==> src/common/adapt_frame_pkg.sv <==
// Constants shared by the header framer and the header parser.
// Assumes a byte stream carrying one LoWPAN frame per packet, marked by a last flag.
package adapt_frame_pkg;

  // ----------------------------------------------------------------
  // Dispatch values and header masks
  // ----------------------------------------------------------------
  localparam logic [7:0] MESH_DISPATCH = 8'h80;   // Mesh addressing header, top two bits 10.
  localparam logic [7:0] MESH_MASK = 8'hC0;
  localparam logic [7:0] BCAST_DISPATCH = 8'h50;  // Broadcast header.
  localparam logic [7:0] FRAG_DISPATCH = 8'hC0;   // First fragment, top five bits 11000.
  localparam logic [7:0] FRAG_MASK = 8'hF8;
  localparam logic [7:0] ESC_DISPATCH = 8'h7F;    // Escape dispatch for command frames.
  localparam logic [3:0] HOPS_FIELD_MAX = 4'hF;   // Mesh hops nibble is in bits 3:0 of the dispatch.

  // ----------------------------------------------------------------
  // Command identifiers
  // ----------------------------------------------------------------
  localparam logic [7:0] CMD_MESH_ROUTING = 8'h01;
  localparam logic [7:0] CMD_BOOTSTRAP = 8'h02;
  localparam logic [7:0] CMD_CONT_FREE = 8'h03;

  // ----------------------------------------------------------------
  // Hop limit and identifier handling
  // ----------------------------------------------------------------
  localparam logic [3:0] HOP_LIMIT_RESET = 4'h8;
  localparam logic [3:0] HOP_LIMIT_TOP = 4'hE;
  localparam logic [15:0] PAN_ID_MASK = 16'hFCFF;
  localparam logic [15:0] EUI_FILL = 16'hFFFE;    // Inserted between the two EUI-48 halves.
  localparam logic [7:0] UL_BIT_FLIP = 8'h02;     // Universal/local bit inverted for the identifier.

  // Header presence order index, lower value must come first.
  localparam logic [2:0] ORD_NONE = 3'h0;
  localparam logic [2:0] ORD_MESH = 3'h1;
  localparam logic [2:0] ORD_BCAST = 3'h2;
  localparam logic [2:0] ORD_FRAG = 3'h3;
  localparam logic [2:0] ORD_CMD = 3'h4;

  // True when the identifier is one of the defined commands.
  function automatic logic cmd_known(input logic [7:0] id);
    cmd_known = (id == CMD_MESH_ROUTING) || (id == CMD_BOOTSTRAP) || (id == CMD_CONT_FREE);
  endfunction : cmd_known

endpackage : adapt_frame_pkg

==> src/common/adapt_link_if.sv <==
// Byte stream link between the adaptation sublayer framer and the MAC-side parser.
// Assumes both ends share REF_CLK; the framer is the source of the stream.
`timescale 1ns/100ps
interface adapt_link_if;
  logic [7:0] data;  // Frame byte.
  logic valid;       // Byte offered.
  logic last;        // Final byte of the frame.
  logic ack_req;     // Acknowledgement request, held for the whole frame.
  logic ready;       // Receiver takes the byte.
  logic ack;         // One-cycle acknowledgement of a completed acked frame.

  modport framer (output data, output valid, output last, output ack_req, input ready, input ack);
  modport parser (input data, input valid, input last, input ack_req, output ready, output ack);
endinterface : adapt_link_if

==> src/hw/adapt_header_framer.sv <==
// Transmit end: builds the stacked adaptation headers ahead of the payload.
// Assumes a payload byte stream from the IP side and a MAC-side parser on the link.
//
// What this block does
// - Every data frame requests acknowledgement.
// - Non-beacon operation only, no beacon logic.
// - No prefix learning from router advertisements.
// - Headers ordered mesh, broadcast, fragment, command.
// - Hops remaining never above maximum hop limit.
// - Maximum hop limit 0..14, resets to eight.
// - Interface identifier from EUI-64 built from EUI-48.
// - Random PAN identifier ANDed with 0xFCFF.
// - Command frame is ESC then 8-bit identifier.
// - Command header placed after all other headers.
// - Command identifiers 01 routing, 02 bootstrap, 03 access.
`timescale 1ns/100ps
module adapt_header_framer
(
  input wire logic REF_CLK,                     // System clock, 100 MHz.
  input wire logic SRST,                        // Synchronous reset, active high.
  input wire logic HOP_LIMIT_WE,                // Writes HOP_LIMIT_IN to max_hop_limit.
  input wire logic [3:0] HOP_LIMIT_IN,          // New maximum hop limit.
  input wire logic [47:0] EUI48,                // Device EUI-48.
  input wire logic [15:0] PAN_ID_RAND,          // Randomly chosen PAN identifier.
  input wire logic START,                       // Pulse: begin a frame with the header set below.
  input wire logic USE_MESH,                    // Include mesh addressing header.
  input wire logic [3:0] HOPS_REQ,              // Requested hops remaining.
  input wire logic USE_BCAST,                   // Include broadcast header.
  input wire logic [7:0] BCAST_SEQ,             // Broadcast sequence number.
  input wire logic USE_FRAG,                    // Include first-fragment header.
  input wire logic [7:0] FRAG_SIZE,             // Low byte of datagram size.
  input wire logic USE_CMD,                     // Include command frame header.
  input wire logic [adapt_frame_pkg::ORD_CMD:0] UNUSED_PAD, // Reserved, ignored.
  input wire logic [7:0] CMD_ID,                // Command identifier.
  input wire logic [7:0] PAY_DATA,              // Payload byte.
  input wire logic PAY_VALID,                   // Payload byte offered.
  input wire logic PAY_LAST,                    // Final payload byte.
  output logic PAY_READY,                       // Payload byte taken.
  output logic BUSY,                            // Frame in progress.
  output logic ACKED,                           // Pulse: frame acknowledged.
  output logic [3:0] MAX_HOP_LIMIT,             // Current max_hop_limit.
  output logic [63:0] IFACE_ID,                 // Derived interface identifier.
  output logic [15:0] PAN_ID,                   // Masked PAN identifier.
  adapt_link_if.framer link                     // Link to the parser.
);
  import adapt_frame_pkg::*;

  typedef enum {S_IDLE, S_MESH, S_BCAST, S_BSEQ, S_FRAG, S_FSIZE, S_ESC, S_CMD, S_PAY} state_e;

  state_e state;
  state_e next_state;
  logic [3:0] hops;
  logic use_b, use_f, use_c;
  logic [7:0] seq, fsize, cmd;
  logic [7:0] buf_data [0:1];
  logic buf_last [0:1];
  logic [1:0] count;
  logic wr_ptr, rd_ptr;

  // ----------------------------------------------------------------
  // Configuration
  // ----------------------------------------------------------------

  // Hop limit only takes in-range values; out-of-range writes are ignored.
  always_ff @(posedge REF_CLK)
  begin
    if (SRST)
      MAX_HOP_LIMIT <= HOP_LIMIT_RESET;
    else if (HOP_LIMIT_WE && HOP_LIMIT_IN <= HOP_LIMIT_TOP)
      MAX_HOP_LIMIT <= HOP_LIMIT_IN;
  end

  // Identifier outputs, built only from the hardware identifier and PAN_ID_RAND and never from a learned prefix.
  always_ff @(posedge REF_CLK)
  begin
    if (SRST)
    begin
      IFACE_ID <= 64'h0;
      PAN_ID <= 16'h0;
    end
    else
    begin
      IFACE_ID <= {EUI48[47:40] ^ UL_BIT_FLIP, EUI48[39:24], EUI_FILL, EUI48[23:0]};
      PAN_ID <= PAN_ID_RAND & PAN_ID_MASK;
    end
  end

  // ----------------------------------------------------------------
  // Header sequencer
  // ----------------------------------------------------------------
  wire buf_room = (count != 2'd2);
  wire emitting = (state != S_IDLE) && (state != S_PAY);
  wire pay_take = PAY_READY && PAY_VALID;
  wire [3:0] hops_clip = (HOPS_REQ > MAX_HOP_LIMIT) ? MAX_HOP_LIMIT : HOPS_REQ;

  // Header byte for the current state, in the fixed stacking order.
  wire [7:0] hdr_byte = (state == S_MESH) ? (MESH_DISPATCH | {4'h0, hops}) :
                        (state == S_BCAST) ? BCAST_DISPATCH :
                        (state == S_BSEQ) ? seq :
                        (state == S_FRAG) ? FRAG_DISPATCH :
                        (state == S_FSIZE) ? fsize :
                        (state == S_ESC) ? ESC_DISPATCH :
                        cmd;

  // Next state walks mesh, broadcast, fragment, command, payload.
  always_comb
  begin
    next_state = state;
    case (state)
      S_IDLE: if (START) next_state = USE_MESH ? S_MESH : USE_BCAST ? S_BCAST : USE_FRAG ? S_FRAG :
                                      USE_CMD ? S_ESC : S_PAY;
      S_MESH: if (buf_room) next_state = use_b ? S_BCAST : use_f ? S_FRAG : use_c ? S_ESC : S_PAY;
      S_BCAST: if (buf_room) next_state = S_BSEQ;
      S_BSEQ: if (buf_room) next_state = use_f ? S_FRAG : use_c ? S_ESC : S_PAY;
      S_FRAG: if (buf_room) next_state = S_FSIZE;
      S_FSIZE: if (buf_room) next_state = use_c ? S_ESC : S_PAY;
      S_ESC: if (buf_room) next_state = S_CMD;
      S_CMD: if (buf_room) next_state = S_PAY;
      S_PAY: if (pay_take && PAY_LAST) next_state = S_IDLE;
      default: next_state = S_IDLE;
    endcase
  end

  // State and captured header fields.
  always_ff @(posedge REF_CLK)
  begin
    if (SRST)
    begin
      state <= S_IDLE;
      hops <= 4'h0;
      use_b <= 1'b0;
      use_f <= 1'b0;
      use_c <= 1'b0;
      seq <= 8'h00;
      fsize <= 8'h00;
      cmd <= 8'h00;
    end
    else
    begin
      state <= next_state;
      if (state == S_IDLE && START)
      begin
        hops <= hops_clip;
        use_b <= USE_BCAST;
        use_f <= USE_FRAG;
        use_c <= USE_CMD;
        seq <= BCAST_SEQ;
        fsize <= FRAG_SIZE;
        cmd <= CMD_ID;
      end
    end
  end

  // ----------------------------------------------------------------
  // Two-entry buffer toward the link
  // ----------------------------------------------------------------
  wire push = (emitting && buf_room) || pay_take;
  wire pop = link.ready && (count != 2'd0);
  wire [7:0] push_data = emitting ? hdr_byte : PAY_DATA;
  wire [1:0] next_count = count + {1'b0, push} - {1'b0, pop};

  // Stores pushed bytes; a stalled parser fills it and stalls the sequencer.
  always_ff @(posedge REF_CLK)
  begin
    if (SRST)
    begin
      count <= 2'd0;
      wr_ptr <= 1'b0;
      rd_ptr <= 1'b0;
    end
    else
    begin
      count <= next_count;
      if (push)
      begin
        buf_data[wr_ptr] <= push_data;
        buf_last[wr_ptr] <= pay_take && PAY_LAST;
        wr_ptr <= ~wr_ptr;
      end
      if (pop)
        rd_ptr <= ~rd_ptr;
    end
  end

  assign link.data = buf_data[rd_ptr];
  assign link.valid = (count != 2'd0);
  assign link.last = buf_last[rd_ptr] && (count != 2'd0);
  assign link.ack_req = 1'b1;

  // Status outputs and payload ready, the latter from next state and fill so it matches the live condition.
  // Beaconless operation needs no superframe tracking here.
  always_ff @(posedge REF_CLK)
  begin
    if (SRST)
    begin
      BUSY <= 1'b0;
      ACKED <= 1'b0;
      PAY_READY <= 1'b0;
    end
    else
    begin
      BUSY <= (next_state != S_IDLE) || (count != 2'd0);
      ACKED <= link.ack;
      PAY_READY <= (next_state == S_PAY) && (next_count != 2'h2);
    end
  end

endmodule : adapt_header_framer

==> src/flat_wrapper.sv <==
// flat-port wrapper written by rule: the top's interface ports become plain ports
module adapt_header_framer_flat import adapt_frame_pkg::*;
  (REF_CLK, SRST, HOP_LIMIT_WE, HOP_LIMIT_IN, EUI48, PAN_ID_RAND, START, USE_MESH, HOPS_REQ, USE_BCAST, BCAST_SEQ, USE_FRAG, FRAG_SIZE, USE_CMD, UNUSED_PAD, CMD_ID, PAY_DATA, PAY_VALID, PAY_LAST, PAY_READY, BUSY, ACKED, MAX_HOP_LIMIT, IFACE_ID, PAN_ID, link_data, link_valid, link_last, link_ack_req, link_ready, link_ack);
  adapt_link_if link_i ();
  input wire logic REF_CLK;
  input wire logic SRST;
  input wire logic HOP_LIMIT_WE;
  input wire logic [3:0] HOP_LIMIT_IN;
  input wire logic [47:0] EUI48;
  input wire logic [15:0] PAN_ID_RAND;
  input wire logic START;
  input wire logic USE_MESH;
  input wire logic [3:0] HOPS_REQ;
  input wire logic USE_BCAST;
  input wire logic [7:0] BCAST_SEQ;
  input wire logic USE_FRAG;
  input wire logic [7:0] FRAG_SIZE;
  input wire logic USE_CMD;
  input wire logic [adapt_frame_pkg::ORD_CMD:0] UNUSED_PAD;
  input wire logic [7:0] CMD_ID;
  input wire logic [7:0] PAY_DATA;
  input wire logic PAY_VALID;
  input wire logic PAY_LAST;
  output logic PAY_READY;
  output logic BUSY;
  output logic ACKED;
  output logic [3:0] MAX_HOP_LIMIT;
  output logic [63:0] IFACE_ID;
  output logic [15:0] PAN_ID;
  output wire logic [$bits(link_i.data)-1:0] link_data;
  output wire logic [$bits(link_i.valid)-1:0] link_valid;
  output wire logic [$bits(link_i.last)-1:0] link_last;
  output wire logic [$bits(link_i.ack_req)-1:0] link_ack_req;
  input wire logic [$bits(link_i.ready)-1:0] link_ready;
  input wire logic [$bits(link_i.ack)-1:0] link_ack;
  assign link_data = link_i.data;
  assign link_valid = link_i.valid;
  assign link_last = link_i.last;
  assign link_ack_req = link_i.ack_req;
  assign link_i.ready = link_ready;
  assign link_i.ack = link_ack;
  adapt_header_framer u_core (.REF_CLK(REF_CLK), .SRST(SRST), .HOP_LIMIT_WE(HOP_LIMIT_WE), .HOP_LIMIT_IN(HOP_LIMIT_IN), .EUI48(EUI48), .PAN_ID_RAND(PAN_ID_RAND), .START(START), .USE_MESH(USE_MESH), .HOPS_REQ(HOPS_REQ), .USE_BCAST(USE_BCAST), .BCAST_SEQ(BCAST_SEQ), .USE_FRAG(USE_FRAG), .FRAG_SIZE(FRAG_SIZE), .USE_CMD(USE_CMD), .UNUSED_PAD(UNUSED_PAD), .CMD_ID(CMD_ID), .PAY_DATA(PAY_DATA), .PAY_VALID(PAY_VALID), .PAY_LAST(PAY_LAST), .PAY_READY(PAY_READY), .BUSY(BUSY), .ACKED(ACKED), .MAX_HOP_LIMIT(MAX_HOP_LIMIT), .IFACE_ID(IFACE_ID), .PAN_ID(PAN_ID), .link(link_i));
endmodule
==> config.mk <==
export PLATFORM = sky130hd
export DESIGN_NAME = adapt_header_framer_flat
export DESIGN_NICKNAME = d
export VERILOG_FILES = /design/src/common/adapt_frame_pkg.sv /design/src/common/adapt_link_if.sv /design/src/hw/adapt_header_framer.sv /design/src/flat_wrapper.sv
export SDC_FILE = /design/constraint.sdc
export NUM_CORES = 1
export LEC_CHECK = 0
export BUFFER_PORTS_ARGS = -buffer_cell sky130_fd_sc_hd__buf_2
export CAP_MARGIN = 20
export CELL_PAD_IN_SITES_DETAIL_PLACEMENT = 1
export CELL_PAD_IN_SITES_GLOBAL_PLACEMENT = 1
export CORE_AREA = 2 2 135 137
export CTS_CLUSTER_DIAMETER = 80
export DETAILED_ROUTE_END_ITERATION = 10
export DIE_AREA = 0 0 137 139
export MAX_ROUTING_LAYER = met4
export PLACE_DENSITY = 0.87
export SLEW_MARGIN = 20
export SYNTH_ARGS = -nofsm -noshare
export SYNTH_HDL_FRONTEND = slang
export SYNTH_SLANG_ARGS = --single-unit
==> constraint.sdc <==
create_clock -name REF_CLK -period 1.9 [get_ports REF_CLK]
set_input_delay 0.095 -clock REF_CLK [delete_from_list [all_inputs] [get_ports REF_CLK]]
set_output_delay 0.095 -clock REF_CLK [all_outputs]
set_load 0.01 [all_outputs]
======== After elaboration in Yosys (flattened, before gate mapping) ========
Memories as Yosys holds them, arrays and structs flattened. A register that Yosys moved wholly into a read port is not among the register bits.
Cells that the tools add are included.
storage, ports and cells
  input port bits ......................... 121
  word-level logic and storage cells ...... 95
  memories kept ........................... 2
  bits in writable memories ............... 18
  bits in registers ....................... 154
operators by class
  multiplexer cells ....................... 33
  bitwise logic cells ..................... 3
  magnitude comparators ................... 2
  equality and inequality tests ........... 18
  add/sub/neg operators ................... 2
  reduce and logical (&&, ||, !) cells .... 16
memory list
  name             depth  width  rd ports  clocked after memory_dff  write ports  line                       RTL
  u_core.buf_data  2      8      1         1                         1            adapt_header_framer.sv:55  logic [7:0] buf_data [0:1];
  u_core.buf_last  2      1      1         1                         1            adapt_header_framer.sv:56  logic buf_last [0:1];
operators by type and width
  kind                   count
  $mux W32               14
  $pmux W32 S9           1
  $eq A32 B3 Y1 const B  6
  $eq A32 B4 Y1 const B  4
  $eq A32 B2 Y1 const B  3
  $logic_not A32 Y1      2
  $reduce_bool A32 Y1    2
  $mux W8                7
  $mux W40               1
  $eq A32 B1 Y1 const B  1
  $eq A32 B5 Y1 const B  1
  $ne A32 B5 Y1 const B  1
  $mux W4                3
  $logic_and A1 B1 Y1    9
  $mux W1                7
  $gt A4 B4 Y1           1
  $le A4 B4 Y1 const B   1
  $ne A2 B2 Y1 const B   2
  $not A1 Y1             3
  $add A2 B1 Y2          1
  $logic_or A1 B1 Y1     2
  $reduce_bool A2 Y1     1
  $sub A2 B1 Y2          1

======== Depth between registers and ports, before layout ========
Gate-level depths: netlist of run 1.
  depth after elaboration ................. 8
  depth in mapped cells ................... 11
  gate-level depth less buffers ........... 10

======== Worst setup path before layout of run 1 ========
OpenSTA, ideal clock, no wires.
  kind .................................... reg-to-reg
  start point ............................. register u_core.state[6]
  end point ............................... register u_core.PAY_READY
  clock period less this slack ............ 2.074 ns
  buffers on the path ..................... 0
  library setup time ...................... 0.080 ns
  cell stages (with the launch flop) ...... 11
  arrival time ............................ 1.995 ns
  path slack .............................. -0.174 ns
  path through ............................ dfxtp_1 -> nor4_2 -> nand4_2 -> o31ai_1 -> and2_1 -> inv_1 -> ha_1 -> xor2_1 -> xnor2_1 -> nor2_1 -> nor3b_1
between the ends
  word-level cells in the longest chain between the ends .. 8
  elaborated cells on any way between the ends .. 29
RTL lines
  element                                                      line                        RTL
  start: declaration                                           adapt_header_framer.sv:50   state_e state;
  start signal: assignment                                     adapt_header_framer.sv:140  state <= next_state;
  $ne A32 B5 Y1 / $reduce_bool A32 Y1 (equally long branches)  adapt_header_framer.sv:92   wire emitting = (state != S_IDLE) && (state != S_PAY);
  $logic_and A1 B1 Y1                                          adapt_header_framer.sv:92
  $logic_and A1 B1 Y1                                          adapt_header_framer.sv:157  wire push = (emitting && buf_room) || pay_take;
  $logic_or A1 B1 Y1                                           adapt_header_framer.sv:157
  $add A2 B1 Y2                                                adapt_header_framer.sv:160  wire [1:0] next_count = count + {1'b0, push} - {1'b0, pop};
  $sub A2 B1 Y2                                                adapt_header_framer.sv:160
  $ne A2 B2 Y1                                                 adapt_header_framer.sv:204  PAY_READY <= (next_state == S_PAY) && (next_count != 2'h2);
  $logic_and A1 B1 Y1 (*)                                      adapt_header_framer.sv:204
  end signal: assignment                                       adapt_header_framer.sv:204
  end: declaration                                             adapt_header_framer.sv:38   output logic PAY_READY,
Every way passes the cells marked *; elsewhere a longest branch is shown, timed or not.
A chain may end at the register's enable or synchronous reset.

======== Worst setup path after layout of run 1 ========
  start point ............................. register u_core.state[15]
  end point ............................... register u_core.PAY_READY
Same word-level chain as after synthesis.

==> results.md, run 1 <==
- The required time of the worst setup path is 2.24 ns.
- The height of the die is 139 um.
- The clock-pin transition on the worst setup and hold timing paths is 0.06 ns.
- Registers are responsible for 43.6% of the overall power.
- The count of antenna-violating nets left after detailed routing is 0.
- After synthesis the netlist holds a flip-flop and latch count of 156.
- Setup repair after global routing could not meet its margin everywhere.
- The net switching power figure is 2250 uW.
- The number of placed instances, taps included is 1001.
- Detailed routing inserted a total of 5417 vias.
- The placer congestion estimate is 0.826.
- From synthesis to final layout, the design area changed by 58.8%.
- TritonCTS built the clock tree.
- After routing, the total negative slack on setup checks comes to -4.13 ns.
- The number of fillers in the final layout is 1983.
- The count of maximum capacitance violations is 0.
- The horizontal extent of the die is 137 um.
- The maximum achievable frequency is 443 MHz.
- Once the floorplan was initialized, standard cells occupied 32.5% of the core.
- Summing all multi-input logic gate instances after layout gives 2440 sq um.
- In the final layout, flip-flops and latches occupy 3310 sq um.
- Synthesis instantiated 53 different standard cells from the library.
- The total power draw is 8390 uW.
- At the pin with the least slew margin, the transition time is 0.713 ns.
- The estimated wirelength of the detail-placed design is 11900 um.
- The number of global-route vias before repair is 6057.
- The first global-routing pass estimated 32800 um of wire.
- Summing the sequential cell areas from Yosys gives 57.5% of the chip area.
- The count of yosys warnings during synthesis is 0.
- The gate count after technology mapping is 551.
- For this design the static power due to leakage is 0.00396 uW.
- The pre-antenna-repair detailed-routing pass consisted of 4 iterations.
- Dividing the detail-routed via count by the number of cells gives 4.71.
- The maximum vdd ir drop is 0.420 mV.
- The critical path arrival is 2.60 ns.
- The synthesized area divided by synthesized cell count is 10.4 sq um.
- After synthesis the cells add up to 5740 sq um.
- Dividing the detail-routed wire length by the instance count gives 18.8 um.
- Of the cells placed in the final design, the portion with a size suffix greater than 1 is 36.3%.
- The number of levels the H-tree was split into is 4.
- The post-placement setup slack is -0.409 ns.
- The final layout contains routed wiring with a total length of 21600 um.
- In this run, the combinational gates consume 17.7% of the power.
- Setup violations remaining at the end of the flow were counted as 34.
- After detailed routing, the number of remaining DRC violations is 0.
- In the synthesized netlist the dominant register cell turns out to be sky130_fd_sc_hd__dfxtp_1.
- STA classifies the critical path endpoint as a register.
- The relative slew slack is 52.2%.
- The count of placed standard cells in the final layout, fillers left out is 1150.
- Along the worst hold path, the cell count comes to 3.
- Clock tree synthesis found a total of 156 sinks.
- The time the worst path needs with I/O delays and setup is 2.26 ns.
- Of the available clock period, the critical path in the final layout requires 119%.
- 219 I/O pins were placed.
- By startpoint and endpoint, the worst setup path is classified as reg -> reg.
- The clock tree root driver cell is sky130_fd_sc_hd__clkbuf_16.
- The post-route clock skew is 0.0119 ns.
- Summed over all layers, the global routing overflow is 0.
- The area of the die is 19000 sq um.
- The internal power component is 6140 uW.
- The worst hold path belongs to the class in -> reg.
- The run finished, with violations left.
- Counting flops with a built-in enable in the synthesized netlist gives 18.
- Setup slack on the critical path of the routed design comes to -0.355 ns.
- The final-report max-slew violation count is 0.
- The checks that failed: negative setup slack.
- For this run, the total global-route usage over all layers was measured as 23.3%.
- The number of failing hold endpoints at the final stage came to 0.
- The area inside the core boundary is 17700 sq um.
- During placement, the flow inserted port buffers numbering 207.
- The share of async-settable or async-resettable flops after synthesis is 0%.
- The clock network latency to the later pin of the worst-skew pair is 0.42 ns.
- The cell count of the worst reg-to-reg path is 11.
- The switching part of the total power is 26.8%.
- Along the worst path, the maximum fanout reaches 3.
- The initial antenna violation count is 2.
- Entering global routing, the biggest net connects 61 pins.
- The startpoint class of the critical path is a register.
- The net total in the final layout is 1029.
- The clock tree buffer depth is 2.
- The first routing iteration left 242 violations.
- The total power density per cell area is 920 nW/um^2.
- The number of cell rows is 49.
- The portion of total power attributed to the clock network is 38.7%.
- The number of clock buffers added by TritonCTS is 17.
-- power by group through the flow --
stage	registers, uW	logic [uW]	clock network, uW
6_report	3660	1490	3240
5_1_grt	3680	1630	3440
4_1_cts	3660	1310	3270
3_5_place_dp	3720	1090	0
3_3_place_gp	3700	1050	0
2_1_floorplan	3730	574	0
-- cells in the final DEF, fill, tap and decap left out, types with 3 or more instances in the layout --
| cell type | instances |
|---|---|
| sky130_fd_sc_hd__dfxtp_2 | 7 |
| sky130_fd_sc_hd__inv_1 | 17 |
| sky130_fd_sc_hd__dfxtp_1 | 131 |
| sky130_fd_sc_hd__conb_1 | 32 |
| sky130_fd_sc_hd__a21oi_1 | 27 |
| sky130_fd_sc_hd__buf_12 | 3 |
| sky130_fd_sc_hd__o2111ai_1 | 3 |
| sky130_fd_sc_hd__o22ai_1 | 5 |
| sky130_fd_sc_hd__nor2b_1 | 74 |
| sky130_fd_sc_hd__diode_2 | 6 |
| sky130_fd_sc_hd__clkinv_4 | 5 |
| sky130_fd_sc_hd__buf_2 | 206 |
| sky130_fd_sc_hd__clkbuf_16 | 17 |
| sky130_fd_sc_hd__buf_4 | 28 |
| sky130_fd_sc_hd__nor4_4 | 5 |
| sky130_fd_sc_hd__mux2_2 | 8 |
| sky130_fd_sc_hd__mux2i_2 | 4 |
| sky130_fd_sc_hd__a21oi_2 | 5 |
| sky130_fd_sc_hd__nor3_1 | 8 |
| sky130_fd_sc_hd__or3_1 | 4 |
| sky130_fd_sc_hd__edfxtp_1 | 18 |
| sky130_fd_sc_hd__mux2i_1 | 24 |
| sky130_fd_sc_hd__a311oi_1 | 5 |
| sky130_fd_sc_hd__dlygate4sd3_1 | 98 |
| sky130_fd_sc_hd__buf_6 | 8 |
| sky130_fd_sc_hd__nand2_1 | 17 |
| sky130_fd_sc_hd__nand4_1 | 3 |
| sky130_fd_sc_hd__ha_1 | 5 |
| sky130_fd_sc_hd__clkbuf_8 | 4 |
| sky130_fd_sc_hd__nor2_1 | 62 |
| sky130_fd_sc_hd__nand2b_1 | 5 |
| sky130_fd_sc_hd__o21ai_0 | 21 |
-- critical path, stage by stage (launching register included) --
cell and delay (ns):
sky130_fd_sc_hd__dfxtp_1 0.32, sky130_fd_sc_hd__nor4_2 0.34, sky130_fd_sc_hd__nand4_2 0.20, sky130_fd_sc_hd__o31ai_4 0.25, sky130_fd_sc_hd__and2_4 0.20, sky130_fd_sc_hd__buf_6 0.10, sky130_fd_sc_hd__inv_4 0.03, sky130_fd_sc_hd__ha_4 0.16
sky130_fd_sc_hd__xor2_4 0.15, sky130_fd_sc_hd__xnor2_2 0.18, sky130_fd_sc_hd__nor2_1 0.07, sky130_fd_sc_hd__nor3b_2 0.16
-- worst paths after layout --
kind / from / endpoint / slack [ns]
max: u_core.state[15] / u_core.PAY_READY / -0.36
min: HOP_LIMIT_WE / u_core.MAX_HOP_LIMIT[0] / 0.04
max reg2reg: u_core.state[15] / u_core.PAY_READY / -0.36
min reg2reg: u_core.MAX_HOP_LIMIT[2] / u_core.MAX_HOP_LIMIT[2] / 0.48
-- state kept, by name (all words and copies together) (netlist names), 2 cells and up, named ones only --
| name | flops |
|---|---|
| u_core.cmd | 8 |
| u_core.IFACE_ID | 49 |
| u_core.hops | 4 |
| u_core.state | 32 |
| u_core.fsize | 8 |
| u_core.PAN_ID | 14 |
| u_core.buf_last | 2 |
| u_core.count | 2 |
| u_core.buf_data | 16 |
| u_core.seq | 8 |
| u_core.MAX_HOP_LIMIT | 4 |
-- cell usage after synthesis (2+ instances only) --
cell type | n | area (sq um)
sky130_fd_sc_hd__a31oi_1 | 2 | 12.5
sky130_fd_sc_hd__nand2_1 | 17 | 63.8
sky130_fd_sc_hd__and2_1 | 2 | 12.5
sky130_fd_sc_hd__ha_1 | 6 | 75.1
sky130_fd_sc_hd__o221a_2 | 2 | 22.5
sky130_fd_sc_hd__buf_2 | 3 | 15.0
sky130_fd_sc_hd__buf_1 | 2 | 7.51
sky130_fd_sc_hd__clkbuf_1 | 17 | 63.8
sky130_fd_sc_hd__mux2_2 | 8 | 90.1
sky130_fd_sc_hd__nor4_2 | 3 | 37.5
sky130_fd_sc_hd__conb_1 | 2 | 7.51
sky130_fd_sc_hd__o22ai_1 | 5 | 31.3
sky130_fd_sc_hd__dfxtp_1 | 138 | 2760
sky130_fd_sc_hd__o211ai_1 | 2 | 15.0
sky130_fd_sc_hd__xnor2_1 | 2 | 17.5
sky130_fd_sc_hd__nor3_1 | 10 | 50.1
sky130_fd_sc_hd__o31ai_1 | 2 | 15.0
sky130_fd_sc_hd__a311oi_1 | 5 | 43.8
sky130_fd_sc_hd__or3_1 | 4 | 25.0
sky130_fd_sc_hd__nor2_1 | 64 | 240
sky130_fd_sc_hd__mux2i_1 | 30 | 300
sky130_fd_sc_hd__buf_4 | 18 | 135
sky130_fd_sc_hd__xor2_1 | 2 | 17.5
sky130_fd_sc_hd__nand4_1 | 3 | 18.8
sky130_fd_sc_hd__nand2b_1 | 5 | 31.3
sky130_fd_sc_hd__nand3_1 | 3 | 15.0
sky130_fd_sc_hd__nor4_1 | 4 | 25.0
sky130_fd_sc_hd__a21o_1 | 2 | 15.0
sky130_fd_sc_hd__buf_8 | 2 | 30.0
sky130_fd_sc_hd__a21oi_1 | 32 | 160
sky130_fd_sc_hd__nor2b_1 | 74 | 463
sky130_fd_sc_hd__and3_1 | 2 | 12.5
sky130_fd_sc_hd__o21ai_0 | 22 | 110
sky130_fd_sc_hd__o2111ai_1 | 3 | 26.3
sky130_fd_sc_hd__inv_1 | 18 | 67.6
sky130_fd_sc_hd__edfxtp_1 | 18 | 541
-- layout make-up --
class                      instances  share of cell area, %
antenna                            6                  0.165
clock buffer                      21                   5.27
clock inverter                    11                  0.933
inverter                          18                  0.768
multi-input combinational        364                   26.8
sequential                       156                   36.3
tap                              229                   3.14
timing repair buffer             345                   26.7
-- kinds of logic after synthesis --
family	count (synthesis)	synth area share (%)
AOI/OAI and AO/OA	85	9.06
xor gates and xnor gates	4	0.610
adders and majority gates	6	1.31
buffers and inverters	61	5.75
DFF	156	57.5
muxes	38	6.80
other	2	0.131
and+or+nand+nor	199	18.8
-- through the flow --
stage | cell area (sq um) | util (%) | hold WS, ns
2_1_floorplan | 5860 | - | 0.162
3_3_place_gp | 7150 | 40.5 | 0.245
3_5_place_dp | 7150 | 40.5 | 0.252
4_1_cts | 8990 | 50.9 | 0.00897
5_1_grt | 9120 | 51.7 | 0.0545
6_report | 9120 | 51.7 | 0.0393
-- timing repair --
item                       in CTS  in global routing
pin swaps                      13                 17
resized for setup              30                 33
cloned                          4                  0
setup endpoints to repair      67                 61
hold buffers                   98                  0
hold endpoints to repair       97                  0
setup buffers                   7                  6
-- per-layer routing --
| layer | routed length (um) | track usage [%] | part of all wire [%] |
|---|---|---|---|
| met4 | 539 | 8.57 | 2.5 |
| met5 | 0 | - | 0 |
| met2 | 11400 | 40.7 | 53 |
| met3 | 1500 | 6.36 | 6.9 |
| met1 | 8200 | 24.8 | 38 |
No activity file was read; power rests on OpenSTA's default activity.
==> run 2, diff against run 1 <==
--- a/config.mk
+++ b/config.mk
@@ -5,16 +5,16 @@
 export SDC_FILE = /design/constraint.sdc
 export NUM_CORES = 1
 export LEC_CHECK = 0
-export BUFFER_PORTS_ARGS = -buffer_cell sky130_fd_sc_hd__buf_2
 export CAP_MARGIN = 20
 export CELL_PAD_IN_SITES_DETAIL_PLACEMENT = 1
 export CELL_PAD_IN_SITES_GLOBAL_PLACEMENT = 1
-export CORE_AREA = 2 2 135 137
+export CORE_AREA = 2 2 120 122
 export CTS_CLUSTER_DIAMETER = 80
 export DETAILED_ROUTE_END_ITERATION = 10
-export DIE_AREA = 0 0 137 139
+export DIE_AREA = 0 0 122 124
+export DONT_BUFFER_PORTS = 1
 export MAX_ROUTING_LAYER = met4
-export PLACE_DENSITY = 0.87
+export PLACE_DENSITY = 0.86
 export SLEW_MARGIN = 20
 export SYNTH_ARGS = -nofsm -noshare
 export SYNTH_HDL_FRONTEND = slang
==> results.md, run 2 (synthesis gave the netlist of run 1 again) <==
- The run finished, with violations left.
- The final reports fail on negative setup slack.
- The largest net degree at the start of global routing is 71 (+16%).
- The critical path arrival is 2.58 ns (-0.02 ns).
- The tightest min-delay check is of the in -> reg type.
- The longest individual stage delay on the worst path is 0.34 ns (about the same).
- The height of the die was 124 um (-11%).
- The largest registers in the layout are u_core.IFACE_ID x49, u_core.state x32, u_core.buf_data x16.
- The final design utilization is 59.8% (+8.2 points).
- The via total after detailed routing is 4861 (-10%).
- The effective utilization at floorplan is 41.9% (+9.3 points).
- The worst path setup slack after routing is -0.357 ns (-0.00216 ns).
- The initial antenna violation count is 2 (unchanged).
- The area of the die came to 15100 sq um (-21%).
- The clock network latency to the later pin of the worst-skew pair came to 0.44 ns (+0.02 ns).
- The number of failing hold endpoints at the final stage is 0 (unchanged).
- The count of maximum capacitance violations was 0 (unchanged).
- The relative slew slack is 55.5% (+3.3 points).
- The post-placement setup slack is -0.379 ns (+0.0303 ns).
- In this design, the critical path's most frequently occurring cell is sky130_fd_sc_hd__buf_4.
- The number of buffers inserted by port buffering came to 0 (-100%).
- The flip-flop count of the largest register after layout is 49 (unchanged).
- The number of buffers inserted during clock tree synthesis is 17 (unchanged).
- The smallest hold slack is 0.0232 ns (-0.0161 ns).
- The met3 usage in global routing is 8.33% (+2.0 points).
- The maximum net fanout on the critical path is 10 (+7).
- The boundary pin count was 219 (unchanged).
- The global-route track usage on met2 is 43.2% (+2.4 points).
- The worst setup path is captured at a register.
- The root buffer cell chosen for the clock tree is sky130_fd_sc_hd__clkbuf_16.
- The mean routed wirelength per cell is 22.7 um (+21%).
- The post-route clock skew is 0.0143 ns (+0.00241 ns).
- The number of cell rows is 43 (-12%).
- The final cycle utilization of the critical path came to 119% (about the same).
- The time the worst path needs with I/O delays and setup was 2.26 ns (+0.00216 ns).
- The total routing usage reported by global routing was 24.5% (+1.3 points).
- The total power density per cell area is 1020 nW/um^2 (+11%).
- The horizontal extent of the die is 122 um (-11%).
- Setup repair after global routing could not meet its margin everywhere.
- The aggregate global routing overflow came to 0 (unchanged).
- The count of antenna-violating nets left after detailed routing is 0 (unchanged).
- The number of global-route vias before repair is 5117 (-16%).
- The TritonCTS clock tree is done.
- In this design, the largest share of critical-path delay is due to simple AND/OR/NAND/NOR gates.
- The wire length of the first global-routing pass was 26600 um (-19%).
- The startpoint class of the critical path is a register.
- The register with the most flip-flops is u_core.IFACE_ID.
- The required time of the worst setup path was 2.22 ns (-0.02 ns).
- The number of levels the H-tree was split into is 4 (unchanged).
- The most crowded layer after global routing is met2.
- The overall routed net length is 20600 um (-4.7%).
- The number of optimization iterations in the first detailed-route pass is 4 (unchanged).
- The clock-pin transition on the worst setup and hold timing paths is 0.08 ns (+0.02 ns).
- The measured slew at the worst slew-check pin is 0.659 ns (-0.0538 ns).
- The clock tree buffer depth was 2 (unchanged).
- The count of buffering cells on the critical path with inverters included is 4 (+2).
- The area inside the core boundary is 13700 sq um (-22%).
- The maximum vdd ir drop is 0.638 mV (+52%).
- The cell area after placement came to 6060 sq um (-15%).
- The share of cells above drive strength 1 was 17.7% (-19 points).
- The count of endpoints failing setup in the final report is 49 (+44%).
- The leakage power is 0.00326 uW (-18%).
- The final-report max-slew violation count is 0 (unchanged).
- The final design instance area without fill is 8210 sq um (-10%).
- The met1 usage in global routing is 23.6% (-1.2 points).
- The remaining design rule violation count came to 0 (unchanged).
- The signal on the critical path passes through nor4_4 > nand4_2 > buf_4 > buf_6 > nor3_4 > buf_4 > clkbuf_16 > mux2i_1 > nor2_1.
- The placer congestion estimate is 0.864 (+4.6%).
- Leaving out fill and tap cells, the most frequent cells in the layout are 131 x sky130_fd_sc_hd__dfxtp_1, 111 x sky130_fd_sc_hd__dlygate4sd3_1, 73 x sky130_fd_sc_hd__nor2b_1.
- The standard cell with the maximum stage delay on the critical path is sky130_fd_sc_hd__nor3_4.
- The estimated wirelength of the detail-placed design is 10200 um (-14%).
- The net total in the final layout is 838 (-19%).
- The DRC marker count from the first detailed-route iteration is 307 (+27%).
- The worst setup path is of the reg -> reg kind.
- The layout overhead on the synthesized area is 42.9%.
- The routed via count divided by cell count is 5.37 (+14%).
- The library cell used most frequently in the layout, excluding fill and tap cells, is sky130_fd_sc_hd__dfxtp_1.
- The sum of negative setup slack was -8.86 ns (-4.73 ns).
- The maximum achievable frequency was 443 MHz (about the same).
- The number of sinks driven by the clock tree was 156 (unchanged).
run 2: metrics by stage:
stage	total power (uW)	std cells
2_1_floorplan	4310	581
3_3_place_gp	4460	745
3_5_place_dp	4530	745
4_1_cts	8150	892
5_1_grt	8640	905
6_report	8350	906
run 2: what timing repair did:
item | CTS | global route
hold endpoints to repair | 115 | 0
buffers inserted | 4 | 9
setup endpoints to repair | 6 | 75
pin swaps | 11 | 15
resized for setup | 14 | 43
gates cloned | 0 | 4
hold buffers | 112 | 0
run 2: routing by layer:
metal	vias up	share of wire (%)
li1	2153	-
met2	263	53
met5	-	0
met4	0	4.6
met3	87	7.9
met1	2358	34
run 2: power breakdown:
group	internal, uW	switching [uW]	leakage [uW]
sequential	3550	178	0.00132
combinational	654	601	0.00165
clock	1790	1570	0.000286
total	6000	2350	0.00326
run 2: cell type report:
class / instances / area [sq um]
Antenna cell: 2 / 5.00
Inverter: 18 / 71.3
Tap cell: 180 / 225
Timing Repair Buffer: 154 / 1560
Clock buffer: 18 / 439
Fill cell: 1431 / 5510
Sequential cell: 156 / 3310
Multi-Input combinational cell: 364 / 2460
Clock inverter: 14 / 144
run 2: worst register-to-register path: cells and delay by family, from the launching register on:
kind	cells	cell delay [ns]
buffers and inverters	4	0.67
DFF	1	0.33
muxes	1	0.26
and+or+nand+nor	4	0.87
run 2: worst paths after layout:
path	start	to	slack (ns)	cells past startpoint
worst max-delay path	u_core.state[8]	u_core.fsize[0]	-0.36	9
worst min-delay path	USE_MESH	u_core.state[2]	0.02	4
worst max register to register	u_core.state[8]	u_core.fsize[0]	-0.36	9
worst min register to register	u_core.fsize[4]	u_core.fsize[4]	0.53	2
==> run 3, diff against run 2 <==
--- a/config.mk
+++ b/config.mk
@@ -5,13 +5,13 @@
 export SDC_FILE = /design/constraint.sdc
 export NUM_CORES = 1
 export LEC_CHECK = 0
+export ABC_AREA = 1
 export CAP_MARGIN = 20
 export CELL_PAD_IN_SITES_DETAIL_PLACEMENT = 1
 export CELL_PAD_IN_SITES_GLOBAL_PLACEMENT = 1
-export CORE_AREA = 2 2 120 122
-export CTS_CLUSTER_DIAMETER = 80
+export CORE_AREA = 2 2 127 129
 export DETAILED_ROUTE_END_ITERATION = 10
-export DIE_AREA = 0 0 122 124
+export DIE_AREA = 0 0 129 131
 export DONT_BUFFER_PORTS = 1
 export MAX_ROUTING_LAYER = met4
 export PLACE_DENSITY = 0.86
==> results.md, run 3 <==
- The gate count after technology mapping is 777 (+41%).
- The remaining design rule violation count was 0 (unchanged).
- The maximum vdd ir drop is 0.719 mV (+13%).
- The critical path arrival is 2.40 ns (-0.18 ns).
- The endpoint class of the critical path is a register.
- The time the worst path needs with I/O delays and setup came to 2.03 ns (-0.225 ns).
- The clock-pin transition on the worst setup and hold timing paths is 0.07 ns (about the same).
- The clock tree buffer depth is 2 (unchanged).
- The count of placed standard cells in the final layout, fillers left out is 1201 (+33%).
- The required time of the worst setup path came to 2.27 ns (+0.05 ns).
- The biggest area contributor in the post-synthesis netlist is sky130_fd_sc_hd__dfxtp_1.
- In the final layout, the registers with the most flip-flops are u_core.IFACE_ID x49, u_core.state x32, u_core.buf_data x16.
- Setup repair after global routing could not meet its margin everywhere.
- The count of maximum capacitance violations was 0 (unchanged).
- The effective utilization at floorplan is 39.2% (-2.7 points).
- The share of cell area taken by muxes after synthesis is 0% (-6.8 points).
- The critical path is of the reg -> reg type.
- The count of antenna-violating nets left after detailed routing is 0 (unchanged).
- The estimated wirelength of the detail-placed design is 12600 um (+24%).
- Leaving out fill and tap cells, the most frequent cell in the layout is sky130_fd_sc_hd__nor2_1.
- The synthesized cell area is 6110 sq um (+6.4%).
- The area inside the core boundary came to 15600 sq um (+14%).
- The total routing usage reported by global routing came to 25.6% (+1.1 points).
- Traced cell by cell, the critical path runs through nor2_2 > nand2_2 > nor2_1 > nand2_2 > nor2_4 > inv_2 > nand2_4 > o22ai_4 > ha_4 > xnor2_2 > xor2_1 > nor2_1 > nor2_1.
- The layout overhead on the synthesized area is 47.1%.
- The net total in the final layout is 1098 (+31%).
- The count of endpoints failing setup in the final report came to 15 (-69%).
- The post-route clock skew is 0.00930 ns (-0.00497 ns).
- By area, the combinational part of the netlist is dominated by simple AND/OR/NAND/NOR gates.
- The total power density per cell area is 948 nW/um^2 (-6.8%).
- Ranked by flip-flop count, first place goes to u_core.IFACE_ID.
- The overall routed net length is 23300 um (+13%).
- The TritonCTS clock tree is done.
- The count of yosys warnings during synthesis is 0 (unchanged).
- The share of cells above drive strength 1 is 20.3% (+2.6 points).
- The largest net degree at the start of global routing came to 72 (+1.4%).
- The relative slew slack was 51.0% (-4.5 points).
- In the post-synthesis netlist, the cell with the most instances is sky130_fd_sc_hd__nor2_1.
- The fraction of post-synthesis cell area in the top cell type by area came to 45.2% (-2.9 points).
- The measured slew at the worst slew-check pin is 0.734 ns (+0.0754 ns).
- The wire length of the first global-routing pass is 31400 um (+18%).
- The class of the worst hold path is in -> reg.
- The routed via count divided by cell count is 4.96 (-7.5%).
- The flip-flop count of the largest register after layout is 49 (unchanged).
- The aggregate global routing overflow is 0 (unchanged).
- The number of fillers in the final layout was 1808 (+26%).
- The final-report max-slew violation count was 0 (unchanged).
- The number of distinct library cell variants in the gate-level netlist after synthesis is 39 (-26%).
- The number of placed instances, taps included is 1035 (+39%).
- After synthesis, the cell types taking the most area are sky130_fd_sc_hd__dfxtp_1 45%, sky130_fd_sc_hd__nor2_1 12%, sky130_fd_sc_hd__edfxtp_1 8.8%, sky130_fd_sc_hd__nand2_1 8.1%, sky130_fd_sc_hd__inv_1 6.6%.
- In the synthesized netlist, the cells that appear most often are 189 x sky130_fd_sc_hd__nor2_1, 138 x sky130_fd_sc_hd__dfxtp_1, 132 x sky130_fd_sc_hd__nand2_1, 107 x sky130_fd_sc_hd__inv_1, 45 x sky130_fd_sc_hd__o21ai_0.
- The clock tree root driver cell is sky130_fd_sc_hd__clkbuf_16.
- The number of buffers inserted during clock tree synthesis is 17 (unchanged).
- The boundary pin count is 219 (unchanged).
- The sequential-to-total area share from yosys stat came to 54.0% (-3.5 points).
- The height of the die is 131 um (+5.6%).
- The startpoint class of the critical path is a register.
- The worst path setup slack after routing was -0.132 ns (+0.225 ns).
- The number of global-route vias before repair is 6242 (+22%).
- The synthesized area divided by synthesized cell count was 7.87 sq um (-25%).
- The share of async-settable or async-resettable flops after synthesis was 0% (unchanged).
- The number of enable flip-flop cells after synthesis is 18 (unchanged).
- The synthesized-area fraction occupied by adder cells came to 1.23% (-0.079 points).
- The flip-flop and latch count after synthesis is 156 (unchanged).
- The number of failing hold endpoints at the final stage is 0 (unchanged).
- The flow ran to the end, but the final reports show violations.
- The simple-gate share of the synthesized area is 24.7% (+5.9 points).
- The post-placement setup slack was -0.260 ns (+0.119 ns).
- The slowest stage of the critical path belongs to the cell sky130_fd_sc_hd__dfxtp_2.
- In the synthesized netlist the dominant register cell turns out to be sky130_fd_sc_hd__dfxtp_1.
- The xor/xnor cell area share of the yosys netlist is 0.287% (-0.32 points).
- The DRC marker count from the first detailed-route iteration came to 316 (+2.9%).
- The maximum net fanout on the critical path was 4 (-6).
- The maximum achievable frequency is 492 MHz (+11%).
- The share of the synthesized area in compound gates (AO/OA/AOI/OAI) came to 8.56% (-0.51 points).
- The most frequent cell on the critical path is sky130_fd_sc_hd__nor2_1.
- The number of buffers inserted by port buffering is 0 (unchanged).
- The final design utilization came to 57.6% (-2.2 points).
- The mean routed wirelength per cell is 19.4 um (-15%).
- The area of the die is 16900 sq um (+12%).
- The via total after detailed routing is 5960 (+23%).
- The longest individual stage delay on the worst path is 0.32 ns (-0.02 ns).
- The placer congestion estimate is 0.923 (+6.8%).
- The number of optimization iterations in the first detailed-route pass is 4 (unchanged).
- Leaving out fill and tap cells, the most frequent cells in the layout are 166 x sky130_fd_sc_hd__nor2_1, 130 x sky130_fd_sc_hd__dfxtp_1, 114 x sky130_fd_sc_hd__nand2_1, 114 x sky130_fd_sc_hd__dlygate4sd3_1, 99 x sky130_fd_sc_hd__inv_1.
- The final cycle utilization of the critical path is 107% (-12 points).
- The initial antenna violation count came to 1 (-1).
- The number of cell rows is 46 (+7.0%).
- The number of levels the H-tree was split into is 4 (unchanged).
- The clock network latency to the later pin of the worst-skew pair is 0.43 ns (about the same).
- The horizontal extent of the die is 129 um (+5.7%).
- The number of sinks driven by the clock tree is 156 (unchanged).
- The sum of negative setup slack came to -0.732 ns (+8.12 ns).
- The leakage power is 0.00428 uW (+31%).
- The checks that failed: negative setup slack.
[run 3: cell types whose count changed in the layout (fill, tap and decap cells not counted), sizes merged, moves of 8 or more]
cell | before | now
inv | 27 | 121
mux2 | 8 | 0
nor2b | 74 | 0
mux2i | 30 | 0
o21ai | 22 | 50
nor3 | 11 | 3
buf | 40 | 70
nand3 | 3 | 20
nor2 | 64 | 196
nor4 | 8 | 0
nand2 | 17 | 137
[run 3: per-stage QoR]
step | power, uW | hold WS, ns | cell area (sq um)
floorplan | 4340 | 0.162 | 6230
global placement | 4580 | 0.162 | 6670
detailed placement | 4630 | 0.164 | 6670
CTS | 8370 | 0.0134 | 8560
global route | 8820 | 0.0249 | 8990
finish | 8520 | 0.000598 | 8990
[run 3: final timing paths]
check	startpoint	endpoint	slack, ns	cells past startpoint
max	u_core.state[6]	u_core.PAY_READY	-0.13	13
min	SRST	u_core.IFACE_ID[23]	0.0006	2
max reg2reg	u_core.state[6]	u_core.PAY_READY	-0.13	13
min reg2reg	u_core.wr_ptr	u_core.wr_ptr	0.48	2
[run 3: where the power goes]
group	switching [uW]	internal [uW]
clock network	1600	1900
logic	767	552
registers	151	3550
total	2520	6010
[run 3: what timing repair did]
item | CTS | global route
setup buffers | 2 | 15
resized for setup | 24 | 96
setup endpoints to repair | 29 | 65
pin swaps | 8 | 34
hold endpoints to repair | 134 | 0
cloned | 1 | 0
hold buffers | 115 | 0
[run 3: critical path, delay by kind of cell (launching register included)]
family | cells | cell delay, ns
AOI/OAI and AO/OA | 1 | 0.08
xor gates and xnor gates | 2 | 0.46
adders and majority gates | 1 | 0.19
buffers and inverters | 1 | 0.06
DFF | 1 | 0.32
and+or+nand+nor | 8 | 0.84
[run 3: final cells by class]
| type | instances | area [sq um] | area share [%] |
|---|---|---|---|
| Multi-Input combinational cell | 500 | 2580 | 28.8 |
| Clock buffer | 17 | 425 | 4.73 |
| Clock inverter | 15 | 190 | 2.12 |
| Tap cell | 216 | 270 | 3.01 |
| Timing Repair Buffer | 184 | 1780 | 19.8 |
| Antenna cell | 1 | 2.50 | 0.0278 |
| Sequential cell | 156 | 3310 | 36.8 |
| Inverter | 112 | 425 | 4.73 |
[run 3: kinds of logic (layout without fill, tap and decap cells)]
logic type,count (synthesis),after routing
other,2,33
adder cells (fa/ha/maj),6,6
AO/OA/AOI/OAI,94,94
flip-flops,156,156
AND/OR/NAND/NOR,365,366
XOR/XNOR,2,2
buffers and inverters,152,328
[run 3: routing by layer]
layer  vias up  global-route usage, %  share of wire (%)
li1       2749                      -                  -
met1      2871                   24.9                 36
met2       266                   47.3                 54
met3        74                   6.96                6.4
met4         0                   12.3                4.1
met5         -                      -                  0
